<file path="config.mk">
export PLATFORM = sky130hd
export DESIGN_NAME = cfl_core
export DESIGN_NICKNAME = d
export VERILOG_FILES = /design/src/rtl/cfl_pkg.sv /design/src/rtl/cfl_core.sv
export SDC_FILE = /design/constraint.sdc
export NUM_CORES = 1
export LEC_CHECK = 0
export BUFFER_PORTS_ARGS = -buffer_cell sky130_fd_sc_hd__buf_2
export CAP_MARGIN = 10
export CORE_MARGIN = 2
export CORE_UTILIZATION = 50
export DETAILED_ROUTE_END_ITERATION = 8
export PLACE_DENSITY = 0.66
export REMOVE_ABC_BUFFERS = 1
export SKIP_CTS_REPAIR_TIMING = 1
export SYNTH_ARGS = -nofsm -noshare
export SYNTH_HDL_FRONTEND = slang
export SYNTH_SLANG_ARGS = --single-unit
</file>
<file path="constraint.sdc">
create_clock -name core_clk -period 4.25 [get_ports core_clk]
set_clock_uncertainty 0.2 [all_clocks]
set_input_delay 0.85 -clock core_clk [delete_from_list [all_inputs] [get_ports core_clk]]
set_output_delay 0.85 -clock core_clk [all_outputs]
set_load 0.01 [all_outputs]
</file>
<file path="src/rtl/cfl_pkg.sv">
// constants, opcodes and state type for the cpu flag, low-power and break core
package cfl_pkg;
   // =====================================================================
   // condition code bit positions
   localparam int CCR_V = 7;
   localparam int CCR_H = 4;
   localparam int CCR_I = 3;
   localparam int CCR_N = 2;
   localparam int CCR_Z = 1;
   localparam int CCR_C = 0;
   localparam logic [7:0] CCR_FIXED_ONES = 8'h60;
   // =====================================================================
   // reset values
   localparam logic [7:0]  CCR_RESET = 8'h68;
   localparam logic [15:0] SP_RESET  = 16'h00FF;
   localparam logic [15:0] PC_RESET  = 16'h0000;
   localparam logic [7:0]  BYTE_ZERO = 8'h00;
   // =====================================================================
   // vectors (high byte at base, low byte at base plus one)
   localparam logic [15:0] VEC_RESET   = 16'hFFFE;
   localparam logic [15:0] VEC_TRAP    = 16'hFFFC;
   localparam logic [15:0] VEC_TRAP_MON = 16'hFEFC;
   localparam logic [15:0] VEC_IRQ     = 16'hFFFA;
   // =====================================================================
   // opcodes
   localparam logic [7:0] OP_ADC_IMM  = 8'hA9;
   localparam logic [7:0] OP_ADD_IMM  = 8'hAB;
   localparam logic [7:0] OP_AND_IMM  = 8'hA4;
   localparam logic [7:0] OP_SP_ADJ   = 8'hA7;
   localparam logic [7:0] OP_IDX_ADJ  = 8'hAF;
   localparam logic [7:0] OP_BR_NC    = 8'h24;
   localparam logic [7:0] OP_BR_C     = 8'h25;
   localparam logic [7:0] OP_SHL_DIR  = 8'h38;
   localparam logic [7:0] OP_SHL_A    = 8'h48;
   localparam logic [7:0] OP_SHL_X    = 8'h58;
   localparam logic [7:0] OP_SHL_IX1  = 8'h68;
   localparam logic [7:0] OP_SHL_IX   = 8'h78;
   localparam logic [7:0] OP_SHR_DIR  = 8'h37;
   localparam logic [7:0] OP_SHR_A    = 8'h47;
   localparam logic [7:0] OP_SHR_X    = 8'h57;
   localparam logic [7:0] OP_SHR_IX1  = 8'h67;
   localparam logic [7:0] OP_SHR_IX   = 8'h77;
   localparam logic [7:0] OP_PREFIX   = 8'h9E;
   localparam logic [7:0] OP_TRAP     = 8'h83;
   localparam logic [7:0] OP_RET_TRAP = 8'h80;
   localparam logic [7:0] OP_WAIT     = 8'h8F;
   localparam logic [7:0] OP_STOP     = 8'h8E;
   localparam logic [3:0] OP_BITCLR_HI = 4'h1;
   // =====================================================================
   // sequencing counts
   localparam logic [2:0] STACK_LAST_STEP = 3'h4;
   localparam int OSC_STAB_CYCLES = 4096;
   // =====================================================================
   typedef enum logic [3:0] {
      S_FETCH = 4'h0,
      S_OPND  = 4'h1,
      S_RD    = 4'h2,
      S_WR    = 4'h3,
      S_BR    = 4'h4,
      S_PUSH  = 4'h5,
      S_VEC   = 4'h6,
      S_PULL  = 4'h7,
      S_WAIT  = 4'h8,
      S_STOP  = 4'h9,
      S_RECOV = 4'hA
   } cfl_state_e;
endpackage

</file>
<file path="src/rtl/cfl_core.sv">
// instruction core subset: flags, low-power modes, break entry and first opcodes
// =====================================================================
// Operation
// - zero flag follows all-zero result byte
// - carry set on add carry-out
// - shifts also update carry by their operation
// - wait clears interrupt mask, stops clock
// - wait exit: irq stacks mask clear then sets it, reset sets
// - stop clears mask, stops clock; exits on external pin or reset
// - clock resumes after oscillator stabilisation delay
// - break loads trap opcode and trap vector
// - break taken at instruction end, immediately
// - return in break ends it if released
// - add-carry, add, and into accumulator
// - stack adjust adds signed immediate, two cycles
// - index adjust adds signed immediate, two cycles
// - branch when carry clear, three cycles
// - branch when carry set, three cycles
// - mask set holds off maskable interrupts
`timescale 1ns/1ps
module cfl_core #(
   parameter int OSC_STAB = cfl_pkg::OSC_STAB_CYCLES
) (
   input  wire logic        core_clk,      // bus clock, 40 MHz
   input  wire logic        sys_rst,       // synchronous reset, active high
   output logic [15:0]      mem_addr,      // memory address
   input  wire logic [7:0]  mem_rdata,     // read data, same cycle
   output logic [7:0]       mem_wdata,     // write data
   output logic             mem_we,        // write strobe
   input  wire logic        irq_req,       // internal maskable request
   input  wire logic        ext_irq_pin,   // external request pin, async
   input  wire logic        break_req,     // break match request
   input  wire logic        monitor_mode,  // monitor mode level
   output logic             core_clk_en,   // core clock running
   output logic             break_active,  // break routine in progress
   output logic             int_mask       // interrupt mask bit
);
   // =====================================================================
   // functions
   function automatic logic [8:0] shift_op(input logic [7:0] d, input logic right);
      shift_op = right ? {d[0], d[7], d[7:1]} : {d[7], d[6:0], 1'b0};
   endfunction

   function automatic logic [7:0] set_vnzc(input logic [7:0] c_in, input logic [7:0] r,
                                           input logic v, input logic c);
      logic [7:0] t;
      t = c_in;
      t[cfl_pkg::CCR_V] = v;
      t[cfl_pkg::CCR_N] = r[7];
      t[cfl_pkg::CCR_Z] = (r == cfl_pkg::BYTE_ZERO);
      t[cfl_pkg::CCR_C] = c;
      set_vnzc = t;
   endfunction

   // =====================================================================
   // registers
   cfl_pkg::cfl_state_e st_reg, st_next;
   logic [15:0] pc_reg, pc_next, sp_reg, sp_next, ea_reg, ea_next, vec_reg, vec_next;
   logic [15:0] rec_reg, rec_next;
   logic [7:0]  a_reg, a_next, x_reg, x_next, h_reg, h_next, ccr_reg, ccr_next;
   logic [7:0]  ir_reg, ir_next, res_reg, res_next;
   logic [2:0]  step_reg, step_next;
   logic        spm_reg, spm_next, brk_reg, brk_next;
   logic        s1_reg, s2_reg, s3_reg, ext_lvl_reg;
   logic        fin;

   // =====================================================================
   // decode wires
   wire logic [15:0] rel_sext = {{8{mem_rdata[7]}}, mem_rdata};
   wire logic [15:0] hx       = {h_reg, x_reg};
   wire logic        in_fetch = (st_reg == cfl_pkg::S_FETCH);
   wire logic [7:0]  sh_src   = in_fetch ? (mem_rdata[4] ? x_reg : a_reg) : mem_rdata;
   wire logic        sh_right = in_fetch ? mem_rdata[0] : ir_reg[0];
   wire logic [8:0]  sh_out   = shift_op(sh_src, sh_right);
   wire logic        sh_v     = sh_out[7] ^ sh_out[8];
   wire logic        add_cin  = (ir_reg == cfl_pkg::OP_ADC_IMM) & ccr_reg[cfl_pkg::CCR_C];
   wire logic [8:0]  sum      = {1'b0, a_reg} + {1'b0, mem_rdata} + {8'h00, add_cin};
   wire logic [4:0]  hsum     = {1'b0, a_reg[3:0]} + {1'b0, mem_rdata[3:0]} + {4'h0, add_cin};
   wire logic        add_v    = (a_reg[7] == mem_rdata[7]) & (sum[7] != a_reg[7]);
   wire logic [7:0]  and_res  = a_reg & mem_rdata;
   wire logic        is_bitclr = (ir_reg[7:4] == cfl_pkg::OP_BITCLR_HI) & ir_reg[0];
   wire logic [7:0]  clr_mask = ~(8'h01 << ir_reg[3:1]);
   wire logic        irq_any  = irq_req | ext_lvl_reg;
   wire logic        take_brk = break_req & ~brk_reg;
   wire logic        take_irq = irq_any & ~ccr_reg[cfl_pkg::CCR_I];
   wire logic [15:0] trap_vec = monitor_mode ? cfl_pkg::VEC_TRAP_MON : cfl_pkg::VEC_TRAP;
   wire logic [15:0] rec_last = 16'(OSC_STAB - 1);

   // =====================================================================
   // bus outputs from state and registers
   assign mem_we = (st_reg == cfl_pkg::S_WR) | (st_reg == cfl_pkg::S_PUSH);
   always_comb begin
      case (st_reg)
         cfl_pkg::S_RD, cfl_pkg::S_WR: mem_addr = ea_reg;
         cfl_pkg::S_PUSH:             mem_addr = sp_reg;
         cfl_pkg::S_PULL:             mem_addr = sp_reg + 16'h0001;
         cfl_pkg::S_VEC:              mem_addr = vec_reg + {13'h0000, step_reg};
         default:                     mem_addr = pc_reg;
      endcase
      case (step_reg)
         3'h0:    mem_wdata = (st_reg == cfl_pkg::S_WR) ? res_reg : pc_reg[7:0];
         3'h1:    mem_wdata = pc_reg[15:8];
         3'h2:    mem_wdata = x_reg;
         3'h3:    mem_wdata = a_reg;
         default: mem_wdata = ccr_reg;
      endcase
   end
   assign core_clk_en = (st_reg != cfl_pkg::S_WAIT) & (st_reg != cfl_pkg::S_STOP) &
                        (st_reg != cfl_pkg::S_RECOV);
   assign break_active = brk_reg;
   assign int_mask = ccr_reg[cfl_pkg::CCR_I];

   // =====================================================================
   // sequencer
   always_comb begin
      st_next = st_reg;
      pc_next = pc_reg;
      sp_next = sp_reg;
      ea_next = ea_reg;
      vec_next = vec_reg;
      rec_next = rec_reg;
      a_next = a_reg;
      x_next = x_reg;
      h_next = h_reg;
      ccr_next = ccr_reg;
      ir_next = ir_reg;
      res_next = res_reg;
      step_next = step_reg;
      spm_next = spm_reg;
      brk_next = brk_reg;
      fin = 1'b0;
      case (st_reg)
         cfl_pkg::S_FETCH: begin
            ir_next = mem_rdata;
            pc_next = pc_reg + 16'h0001;
            spm_next = 1'b0;
            st_next = cfl_pkg::S_OPND;
            case (mem_rdata)
               cfl_pkg::OP_SHL_A, cfl_pkg::OP_SHR_A: begin
                  a_next = sh_out[7:0];
                  ccr_next = set_vnzc(ccr_reg, sh_out[7:0], sh_v, sh_out[8]);
                  fin = 1'b1;
               end
               cfl_pkg::OP_SHL_X, cfl_pkg::OP_SHR_X: begin
                  x_next = sh_out[7:0];
                  ccr_next = set_vnzc(ccr_reg, sh_out[7:0], sh_v, sh_out[8]);
                  fin = 1'b1;
               end
               cfl_pkg::OP_WAIT: begin
                  ccr_next[cfl_pkg::CCR_I] = 1'b0;
                  st_next = cfl_pkg::S_WAIT;
               end
               cfl_pkg::OP_STOP: begin
                  ccr_next[cfl_pkg::CCR_I] = 1'b0;
                  st_next = cfl_pkg::S_STOP;
               end
               cfl_pkg::OP_RET_TRAP: begin
                  st_next = cfl_pkg::S_PULL;
                  step_next = 3'h0;
               end
               cfl_pkg::OP_TRAP: begin
                  st_next = cfl_pkg::S_PUSH;
                  step_next = 3'h0;
                  vec_next = cfl_pkg::VEC_TRAP;
               end
               cfl_pkg::OP_SHL_IX, cfl_pkg::OP_SHR_IX: begin
                  ea_next = hx;
                  st_next = cfl_pkg::S_RD;
               end
               default: st_next = cfl_pkg::S_OPND;
            endcase
         end
         cfl_pkg::S_OPND: begin
            pc_next = pc_reg + 16'h0001;
            if (ir_reg == cfl_pkg::OP_PREFIX) begin
               ir_next = mem_rdata;
               spm_next = 1'b1;
            end else begin
               case (ir_reg)
                  cfl_pkg::OP_ADC_IMM, cfl_pkg::OP_ADD_IMM: begin
                     a_next = sum[7:0];
                     ccr_next = set_vnzc(ccr_reg, sum[7:0], add_v, sum[8]);
                     ccr_next[cfl_pkg::CCR_H] = hsum[4];
                     fin = 1'b1;
                  end
                  cfl_pkg::OP_AND_IMM: begin
                     a_next = and_res;
                     ccr_next = set_vnzc(ccr_reg, and_res, 1'b0, ccr_reg[cfl_pkg::CCR_C]);
                     fin = 1'b1;
                  end
                  cfl_pkg::OP_SP_ADJ: begin
                     sp_next = sp_reg + rel_sext;
                     fin = 1'b1;
                  end
                  cfl_pkg::OP_IDX_ADJ: begin
                     {h_next, x_next} = hx + rel_sext;
                     fin = 1'b1;
                  end
                  cfl_pkg::OP_BR_NC, cfl_pkg::OP_BR_C: begin
                     if (ccr_reg[cfl_pkg::CCR_C] == ir_reg[0])
                        pc_next = pc_reg + 16'h0001 + rel_sext;
                     st_next = cfl_pkg::S_BR;
                  end
                  cfl_pkg::OP_SHL_DIR, cfl_pkg::OP_SHR_DIR: begin
                     ea_next = {8'h00, mem_rdata};
                     st_next = cfl_pkg::S_RD;
                  end
                  cfl_pkg::OP_SHL_IX1, cfl_pkg::OP_SHR_IX1: begin
                     ea_next = (spm_reg ? sp_reg : hx) + {8'h00, mem_rdata};
                     st_next = cfl_pkg::S_RD;
                  end
                  default: begin
                     if (is_bitclr) begin
                        ea_next = {8'h00, mem_rdata};
                        st_next = cfl_pkg::S_RD;
                     end else
                        fin = 1'b1;
                  end
               endcase
            end
         end
         cfl_pkg::S_RD: begin
            if (is_bitclr)
               res_next = mem_rdata & clr_mask;
            else begin
               res_next = sh_out[7:0];
               ccr_next = set_vnzc(ccr_reg, sh_out[7:0], sh_v, sh_out[8]);
            end
            step_next = 3'h0;
            st_next = cfl_pkg::S_WR;
         end
         cfl_pkg::S_WR, cfl_pkg::S_BR: fin = 1'b1;
         cfl_pkg::S_PUSH: begin
            sp_next = sp_reg - 16'h0001;
            step_next = step_reg + 3'h1;
            if (step_reg == cfl_pkg::STACK_LAST_STEP) begin
               ccr_next[cfl_pkg::CCR_I] = 1'b1;
               step_next = 3'h0;
               st_next = cfl_pkg::S_VEC;
            end
         end
         cfl_pkg::S_VEC: begin
            step_next = 3'h1;
            if (step_reg == 3'h0)
               pc_next[15:8] = mem_rdata;
            else begin
               pc_next[7:0] = mem_rdata;
               fin = 1'b1;
            end
         end
         cfl_pkg::S_PULL: begin
            sp_next = sp_reg + 16'h0001;
            step_next = step_reg + 3'h1;
            case (step_reg)
               3'h0:    ccr_next = mem_rdata | cfl_pkg::CCR_FIXED_ONES;
               3'h1:    a_next = mem_rdata;
               3'h2:    x_next = mem_rdata;
               3'h3:    pc_next[15:8] = mem_rdata;
               default: begin
                  pc_next[7:0] = mem_rdata;
                  if (brk_reg & ~break_req)
                     brk_next = 1'b0;
                  fin = 1'b1;
               end
            endcase
         end
         cfl_pkg::S_WAIT: begin
            if (irq_any) begin
               st_next = cfl_pkg::S_PUSH;
               step_next = 3'h0;
               vec_next = cfl_pkg::VEC_IRQ;
            end
         end
         cfl_pkg::S_STOP: begin
            rec_next = 16'h0000;
            if (ext_lvl_reg)
               st_next = cfl_pkg::S_RECOV;
         end
         cfl_pkg::S_RECOV: begin
            rec_next = rec_reg + 16'h0001;
            if (rec_reg >= rec_last) begin
               st_next = cfl_pkg::S_PUSH;
               step_next = 3'h0;
               vec_next = cfl_pkg::VEC_IRQ;
            end
         end
         default: st_next = cfl_pkg::S_FETCH;
      endcase
      if (fin) begin
         step_next = 3'h0;
         if (take_brk) begin
            st_next = cfl_pkg::S_PUSH;
            ir_next = cfl_pkg::OP_TRAP;
            vec_next = trap_vec;
            brk_next = 1'b1;
         end else if (take_irq) begin
            st_next = cfl_pkg::S_PUSH;
            vec_next = cfl_pkg::VEC_IRQ;
         end else
            st_next = cfl_pkg::S_FETCH;
      end
   end

   // =====================================================================
   // state registers
   always_ff @(posedge core_clk) begin
      s1_reg <= ext_irq_pin;
      s2_reg <= s1_reg;
      s3_reg <= s2_reg;
      if (sys_rst) begin
         st_reg <= cfl_pkg::S_VEC;
         vec_reg <= cfl_pkg::VEC_RESET;
         ccr_reg <= cfl_pkg::CCR_RESET;
         sp_reg <= cfl_pkg::SP_RESET;
         pc_reg <= cfl_pkg::PC_RESET;
         {a_reg, x_reg, h_reg, ir_reg, res_reg} <= 40'h00_0000_0000;
         {ea_reg, rec_reg} <= 32'h0000_0000;
         step_reg <= 3'h0;
         {spm_reg, brk_reg, ext_lvl_reg} <= 3'h0;
      end else begin
         st_reg <= st_next;
         vec_reg <= vec_next;
         ccr_reg <= ccr_next;
         sp_reg <= sp_next;
         pc_reg <= pc_next;
         {a_reg, x_reg, h_reg, ir_reg, res_reg} <= {a_next, x_next, h_next, ir_next, res_next};
         {ea_reg, rec_reg} <= {ea_next, rec_next};
         step_reg <= step_next;
         {spm_reg, brk_reg} <= {spm_next, brk_next};
         if (s2_reg == s3_reg)
            ext_lvl_reg <= s3_reg;
      end
   end
endmodule

</file>
==> metrics.txt, run 1 <==
synth unique cells 79; Final GP Congestion 0.973; Tcrit/Tclk final 94.1%; Setup CP Type flop to output port; vias in the first global route 12.1k; minimum clock period 4.00 ns; synth top area cells dfxtp_1 23%, ha_1 7.7%, nor2_1 6.6%; Top FF cell, synth dfxtp_1; Post-Route Utilization 56.9%; antenna viol nets, final 0; drt via density 6.38; most frequent cells in the layout 215 x nor2_1, 175 x nand2_1, 149 x a21oi_1; Data required, critical path 3.20 ns; die height 161 um; Max-slew headroom 38.3%; P per Cell Area 587 nW/um^2; Synth Cell Area 12,400 um^2; IO buf count 41; drt initial violations 1,693; GR Overflow Total 0; vias after detailed routing 13.3k; Synth Register Bits 140; All-Layer GR Usage 33.5%; commonest non-fill, non-tap cell in the layout nor2_1; worst-path fanout max 9; Final Cell Area 13,800 um^2; Root Buffer clkbuf_16; Die Footprint 26,000 um^2; Core ar. 24,300 um^2; slew at the pin closest to its max-slew limit 0.925 ns; CTS H-tree lvls 4; number of clock sinks 140; fin nets 1,839; Cell Area, Placed 13,200 um^2; area grow syn2layout 11.7%; FF-to-FF End pc_reg[15]; final setup vio count 0; share of layout cells above drive strength 1 10.8%; die width 161 um; drt pass-1 iters 8; cells on worst reg2reg path 14; cts bufs inserted 17; Initial Utilization 50.9%; Cells after Synth 1,707; pin count of the biggest net entering global routing 54; DRC Markers 0; CP Launch Type flop; outcome finished, final reports clean; fin. max-slew vios 0; clock latency on the worst-skew pair 0.44 ns; Filler Cell Count 2,404; final cell count without fillers 2,080; crit path launch sp_reg[4]; WL/cell 21.2 um; CTS tree yes; fmax 0.250 GHz; Tot Pwr 8120 uW; unrepaired setup endpoints after global routing no; Avg Cell Area, Syn 7.25 um^2; Ports 42; Async S/R FF share, synth 0%; antenna violations before repair 1; Arrival @ worst endpoint 2.95 ns; row count 57; peak supply drop 0.000307 V; Max Cap Viol 0; post-synthesis sequential area ratio 22.6%; leakage 0.00566 uW; number of flops mapped to enable cells by yosys 0; Worst Hold Class flop to flop; Critical Path Sink Type output port; HPWL after DPL 32,700 um; yosys warns 0; worst-case clock buffer depth 2; Inst Count DP 2,047; reg2reg setup slack 0.49 ns; worst r2r src pc_reg[3]; Hold Vio Cnt, Final 0; first-pass GRT wire length 68,600 um; Setup crit end mem_addr[13]; drt total wl 44,200 um; clk slew on worst S/H paths 0.07 ns; area leader, netlist dfxtp_1; post-synth top area share 22.6%
cells in the mapped netlist, drive strengths merged (19+ instances only):
cell type	number
nor2b	30
a211oi	31
mux2i	37
nand2	175
o21ai	129
and3	24
a21o	21
clkbuf	89
dfxtp	140
o211ai	27
nor3	44
a21oi	150
nor2	217
xnor2	55
inv	48
o21a	19
a31oi	31
ha	76
nand3	39
xor2	39
a311oi	19
nand2b	31
stage by stage:
stage | hold slack, ns | setup slack, ns | TNS (ns)
3_5_place_dp | 0.121 | -0.0634 | -0.184
3_3_place_gp | 0.112 | -0.0515 | -0.131
2_1_floorplan | 0.110 | 0.336 | 0
6_report | 0.128 | 0.250 | 0
4_1_cts | 0.130 | 0.103 | 0
5_1_grt | 0.133 | 0.0232 | 0
worst min-delay path by stage:
stage	start	endpoint	slack, ns	cells after the start
floorplan	s1_reg	s2_reg	0.11	0
global placement	s1_reg	s2_reg	0.11	0
detailed placement	s1_reg	s2_reg	0.12	0
CTS	s1_reg	s2_reg	0.13	0
global route	s1_reg	s2_reg	0.13	0
finish	s1_reg	s2_reg	0.13	0
routing by layer:
layer | track usage, % | up-vias | part of all wire [%]
met1 | 48.6 | 6260 | 45
met4 | 11.0 | 0 | 3.1
met5 | 0 | - | 0
met2 | 50.0 | 596 | 43
met3 | 6.24 | 99 | 9.5
li1 | - | 6306 | -
cells by family (layout without fill, tap and decap cells):
family,Yosys count,in the layout,synth area share (%)
multiplexers,51,51,4.27
adder cells (fa/ha/maj),83,83,8.82
buffers and inverters,153,201,4.80
flip-flops,140,140,22.6
other,0,1,0
XOR/XNOR,94,94,6.65
AO/OA/AOI/OAI,549,549,28.7
AND/OR/NAND/NOR,637,637,24.1
worst max-delay path, stage by stage (launching register included):
cell and delay, ns:
dfxtp_1 0.55, nand3_1 0.21, nor3_2 0.28, nand3_1 0.27, nor2_1 0.27, nand3_1 0.10
nand2_1 0.09, a21oi_1 0.08, a211oi_1 0.41, nor2_1 0.09, buf_2 0.15
where the power goes:
group	internal [uW]	switching (uW)	leakage (uW)
Combinational	1770	2770	0.00422
Sequential	1540	394	0.00114
Clock	984	655	0.000297
Total	4300	3820	0.00566
layout make-up:
type	instances	area, um^2	area share (%)
Timing Repair Buffer	121	806	5.83
Antenna cell	1	2.50	0.0181
Multi-Input combinational cell	1414	9010	65.1
Tap cell	324	405	2.93
Sequential cell	140	2800	20.3
Inverter	48	180	1.30
Clock inverter	14	193	1.39
Clock buffer	18	429	3.10
Power figures use the tool's default switching activity.
==> run 2: changes to the inputs <==
--- a/config.mk
+++ b/config.mk
@@ -5,11 +5,14 @@
 export SDC_FILE = /design/constraint.sdc
 export NUM_CORES = 1
 export LEC_CHECK = 0
+export ABC_CLOCK_PERIOD_IN_PS = 4250
 export BUFFER_PORTS_ARGS = -buffer_cell sky130_fd_sc_hd__buf_2
 export CAP_MARGIN = 10
 export CORE_MARGIN = 2
 export CORE_UTILIZATION = 50
 export DETAILED_ROUTE_END_ITERATION = 8
+export GPL_TIMING_DRIVEN = 0
+export MAX_ROUTING_LAYER = met4
 export PLACE_DENSITY = 0.66
 export REMOVE_ABC_BUFFERS = 1
 export SKIP_CTS_REPAIR_TIMING = 1
==> run 2 against run 1 <==
Combinational power fell by 6.2%. Sequential power rose by 7%. Final area fell by 2.0%. Routed wire length fell by 3.0%. Largest power group unchanged. Largest cell class unchanged. First-iteration DRC count rose by 0.12%. Via count fell by 1.3%. Cell count fell by 3.1%. Critical endpoint is now mem_addr[4]. Die area did not move.
==> metrics.txt, run 2 (synthesized netlist as in run 1, its figures left out) <==
outcome finished, final reports clean (unchanged); Setup CP Type flop to output port (unchanged); CTS tree yes (unchanged); pin count of the biggest net entering global routing 51 (was 54); first-pass GRT wire length 65,400 um (was 68,600 um); Max Cap Viol 0 (unchanged); number of clock sinks 140 (unchanged); worst r2r src st_reg[3] (was pc_reg[3]); leakage 0.00538 uW (was 0.00566 uW); cells on worst reg2reg path 15 (was 14); Die Footprint 26,000 um^2 (unchanged); drt via density 6.50 (was 6.38); Filler Cell Count 2,324 (was 2,404); clock latency on the worst-skew pair 0.44 ns (about the same); CTS H-tree lvls 4 (unchanged); minimum clock period 4.14 ns (was 4.00 ns); vias in the first global route 11.7k (was 12.1k); unrepaired setup endpoints after global routing yes (was no); Final Cell Area 13,600 um^2 (was 13,800 um^2); combinational fraction of design power 53.4% (was 56.0%); worst path bufs/invs 3 (was 1); CP delay by family, top compound AO/OA/AOI/OAI gates (was simple AND/OR/NAND/NOR gates); switching portion of total power 47.9% (was 47.1%); Root Buffer clkbuf_16 (unchanged); Worst Hold Class flop to flop (unchanged); Most Frequent Cell on Critical Path nor2_1 (was nand3_1); reg2reg setup slack 0.24 ns (was 0.49 ns); antenna violations before repair 0 (was 1); most frequent cells in the layout 212 x nor2_1, 174 x nand2_1, 149 x a21oi_1 (was 215 x nor2_1, 175 x nand2_1, 149 x a21oi_1); Internal 4170 uW (was 4300 uW); area grow syn2layout 9.49% (was 11.7%); Final GP Congestion 0.971 (was 0.973); Worst path max stage delay 0.61 ns (was 0.55 ns); die width 161 um (unchanged); Final TNS setup 0 ns (unchanged); fin. max-slew vios 0 (unchanged); crit-path cells buf_16 -> inv_1 -> nor2_1 -> o21a_1 -> nor2_1 -> a21oi_1 -> buf_2 (was nand3_1 -> nor3_2 -> nand3_1 -> nor2_1 -> nand3_1 -> nand2_1 -> a21oi_1 -> a211oi_1 -> nor2_1 -> buf_2); Initial Utilization 50.9% (unchanged); cts bufs inserted 17 (unchanged); Hold Vio Cnt, Final 0 (unchanged); worst-path fanout max 25 (was 9); Core ar. 24,300 um^2 (unchanged); Post-Route Utilization 55.7% (was 56.9%); drt total wl 42,900 um (was 44,200 um); commonest non-fill, non-tap cell in the layout nor2_1 (unchanged); GR Overflow Total 0 (unchanged); Tcrit/Tclk final 97.3% (was 94.1%); fin nets 1,776 (was 1,839); Data required, critical path 3.20 ns (about the same); worst hold margin 0.140 ns (was 0.128 ns); HPWL after DPL 30,300 um (was 32,700 um); Cell Area, Placed 12,700 um^2 (was 13,200 um^2); Ports 42 (unchanged); Slowest cell on crit path dfxtp_1 (unchanged); hold path endpoint s2_reg (unchanged); clk slew on worst S/H paths 0.07 ns (about the same); clock power share 20.7% (was 20.2%); diode count 0 (was 1); IO buf count 41 (unchanged); worst-case clock buffer depth 2 (unchanged); peak supply drop 0.000250 V (was 0.000307 V); final setup vio count 0 (unchanged); vias after detailed routing 13.1k (was 13.3k); sequential share of power 25.9% (was 23.8%); fmax 0.242 GHz (was 0.250 GHz); P per Cell Area 590 nW/um^2 (was 587 nW/um^2); Worst Min Path Start s1_reg (unchanged); CP Launch Type flop (unchanged); drt pass-1 iters 8 (unchanged); row count 57 (unchanged); Arrival @ worst endpoint 3.09 ns (was 2.95 ns); DRC Markers 0 (unchanged); slew at the pin closest to its max-slew limit 1.15 ns (was 0.925 ns); FF-to-FF End sp_reg[13] (was pc_reg[15]); Critical Path Sink Type output port (unchanged); Tot Pwr 7990 uW (was 8120 uW); share of layout cells above drive strength 1 9.04% (was 10.8%); Max-slew headroom 23.6% (was 38.3%); All-Layer GR Usage 32.9% (was 33.5%); WL/cell 21.3 um (was 21.2 um); Worst Hold Depth 0 (unchanged); antenna viol nets, final 0 (unchanged); NetSw 3830 uW (was 3820 uW); drt initial violations 1,695 (was 1,693); die height 161 um (unchanged)
run 2: cell count changes in the layout (fill, tap and decap cells not counted), moves of 4 or more:
cell and delta:
nor3_1 -4, inv_1 -4, buf_4 -67, dfxtp_1 -7, dfxtp_2 +5, clkinvlp_4 +4
run 2: final cells by class:
cell class	instances	area (um^2)	area share, %
multi-input cells	1415	9100	67.2
flip-flops and latches	140	2820	20.8
clock buffers	19	443	3.27
well taps	324	405	2.99
repair buffers	57	400	2.95
inverters	48	191	1.41
clock inverters	13	190	1.40
run 2: worst max-delay path by stage:
stage	depth (start not counted)	from	to
after floorplan	6	st_reg[1]	mem_addr[10]
after global placement	7	st_reg[3]	ea_reg[2]
after detailed placement	6	st_reg[2]	pc_reg[8]
after CTS	6	st_reg[2]	mem_addr[9]
after global routing	15	mem_rdata[0]	sp_reg[9]
final	7	st_reg[2]	mem_addr[4]
run 2: routing by layer:
metal / share of wire (%) / global-route usage, %
met5: 0 / -
met2: 44 / 50.0
met4: 2.9 / 9.54
met1: 44 / 45.2
met3: 9.1 / 5.42
run 2: power by group through the flow:
stage	clock [uW]	sequential, uW	combinational [uW]
final	1650	2070	4270
after global routing	1720	2080	4650
after global placement	0	2080	3980
after CTS	1670	2060	4050
after detailed placement	0	2090	4030
after floorplan	0	1850	2880
run 2: through the flow:
stage | instances | worst slack [ns]
after floorplan | 1602 | 0.336
after global placement | 1967 | -1.60
after detailed placement | 1970 | -0.632
after CTS | 2002 | -0.684
after global routing | 2016 | -0.0494
final | 2016 | 0.113
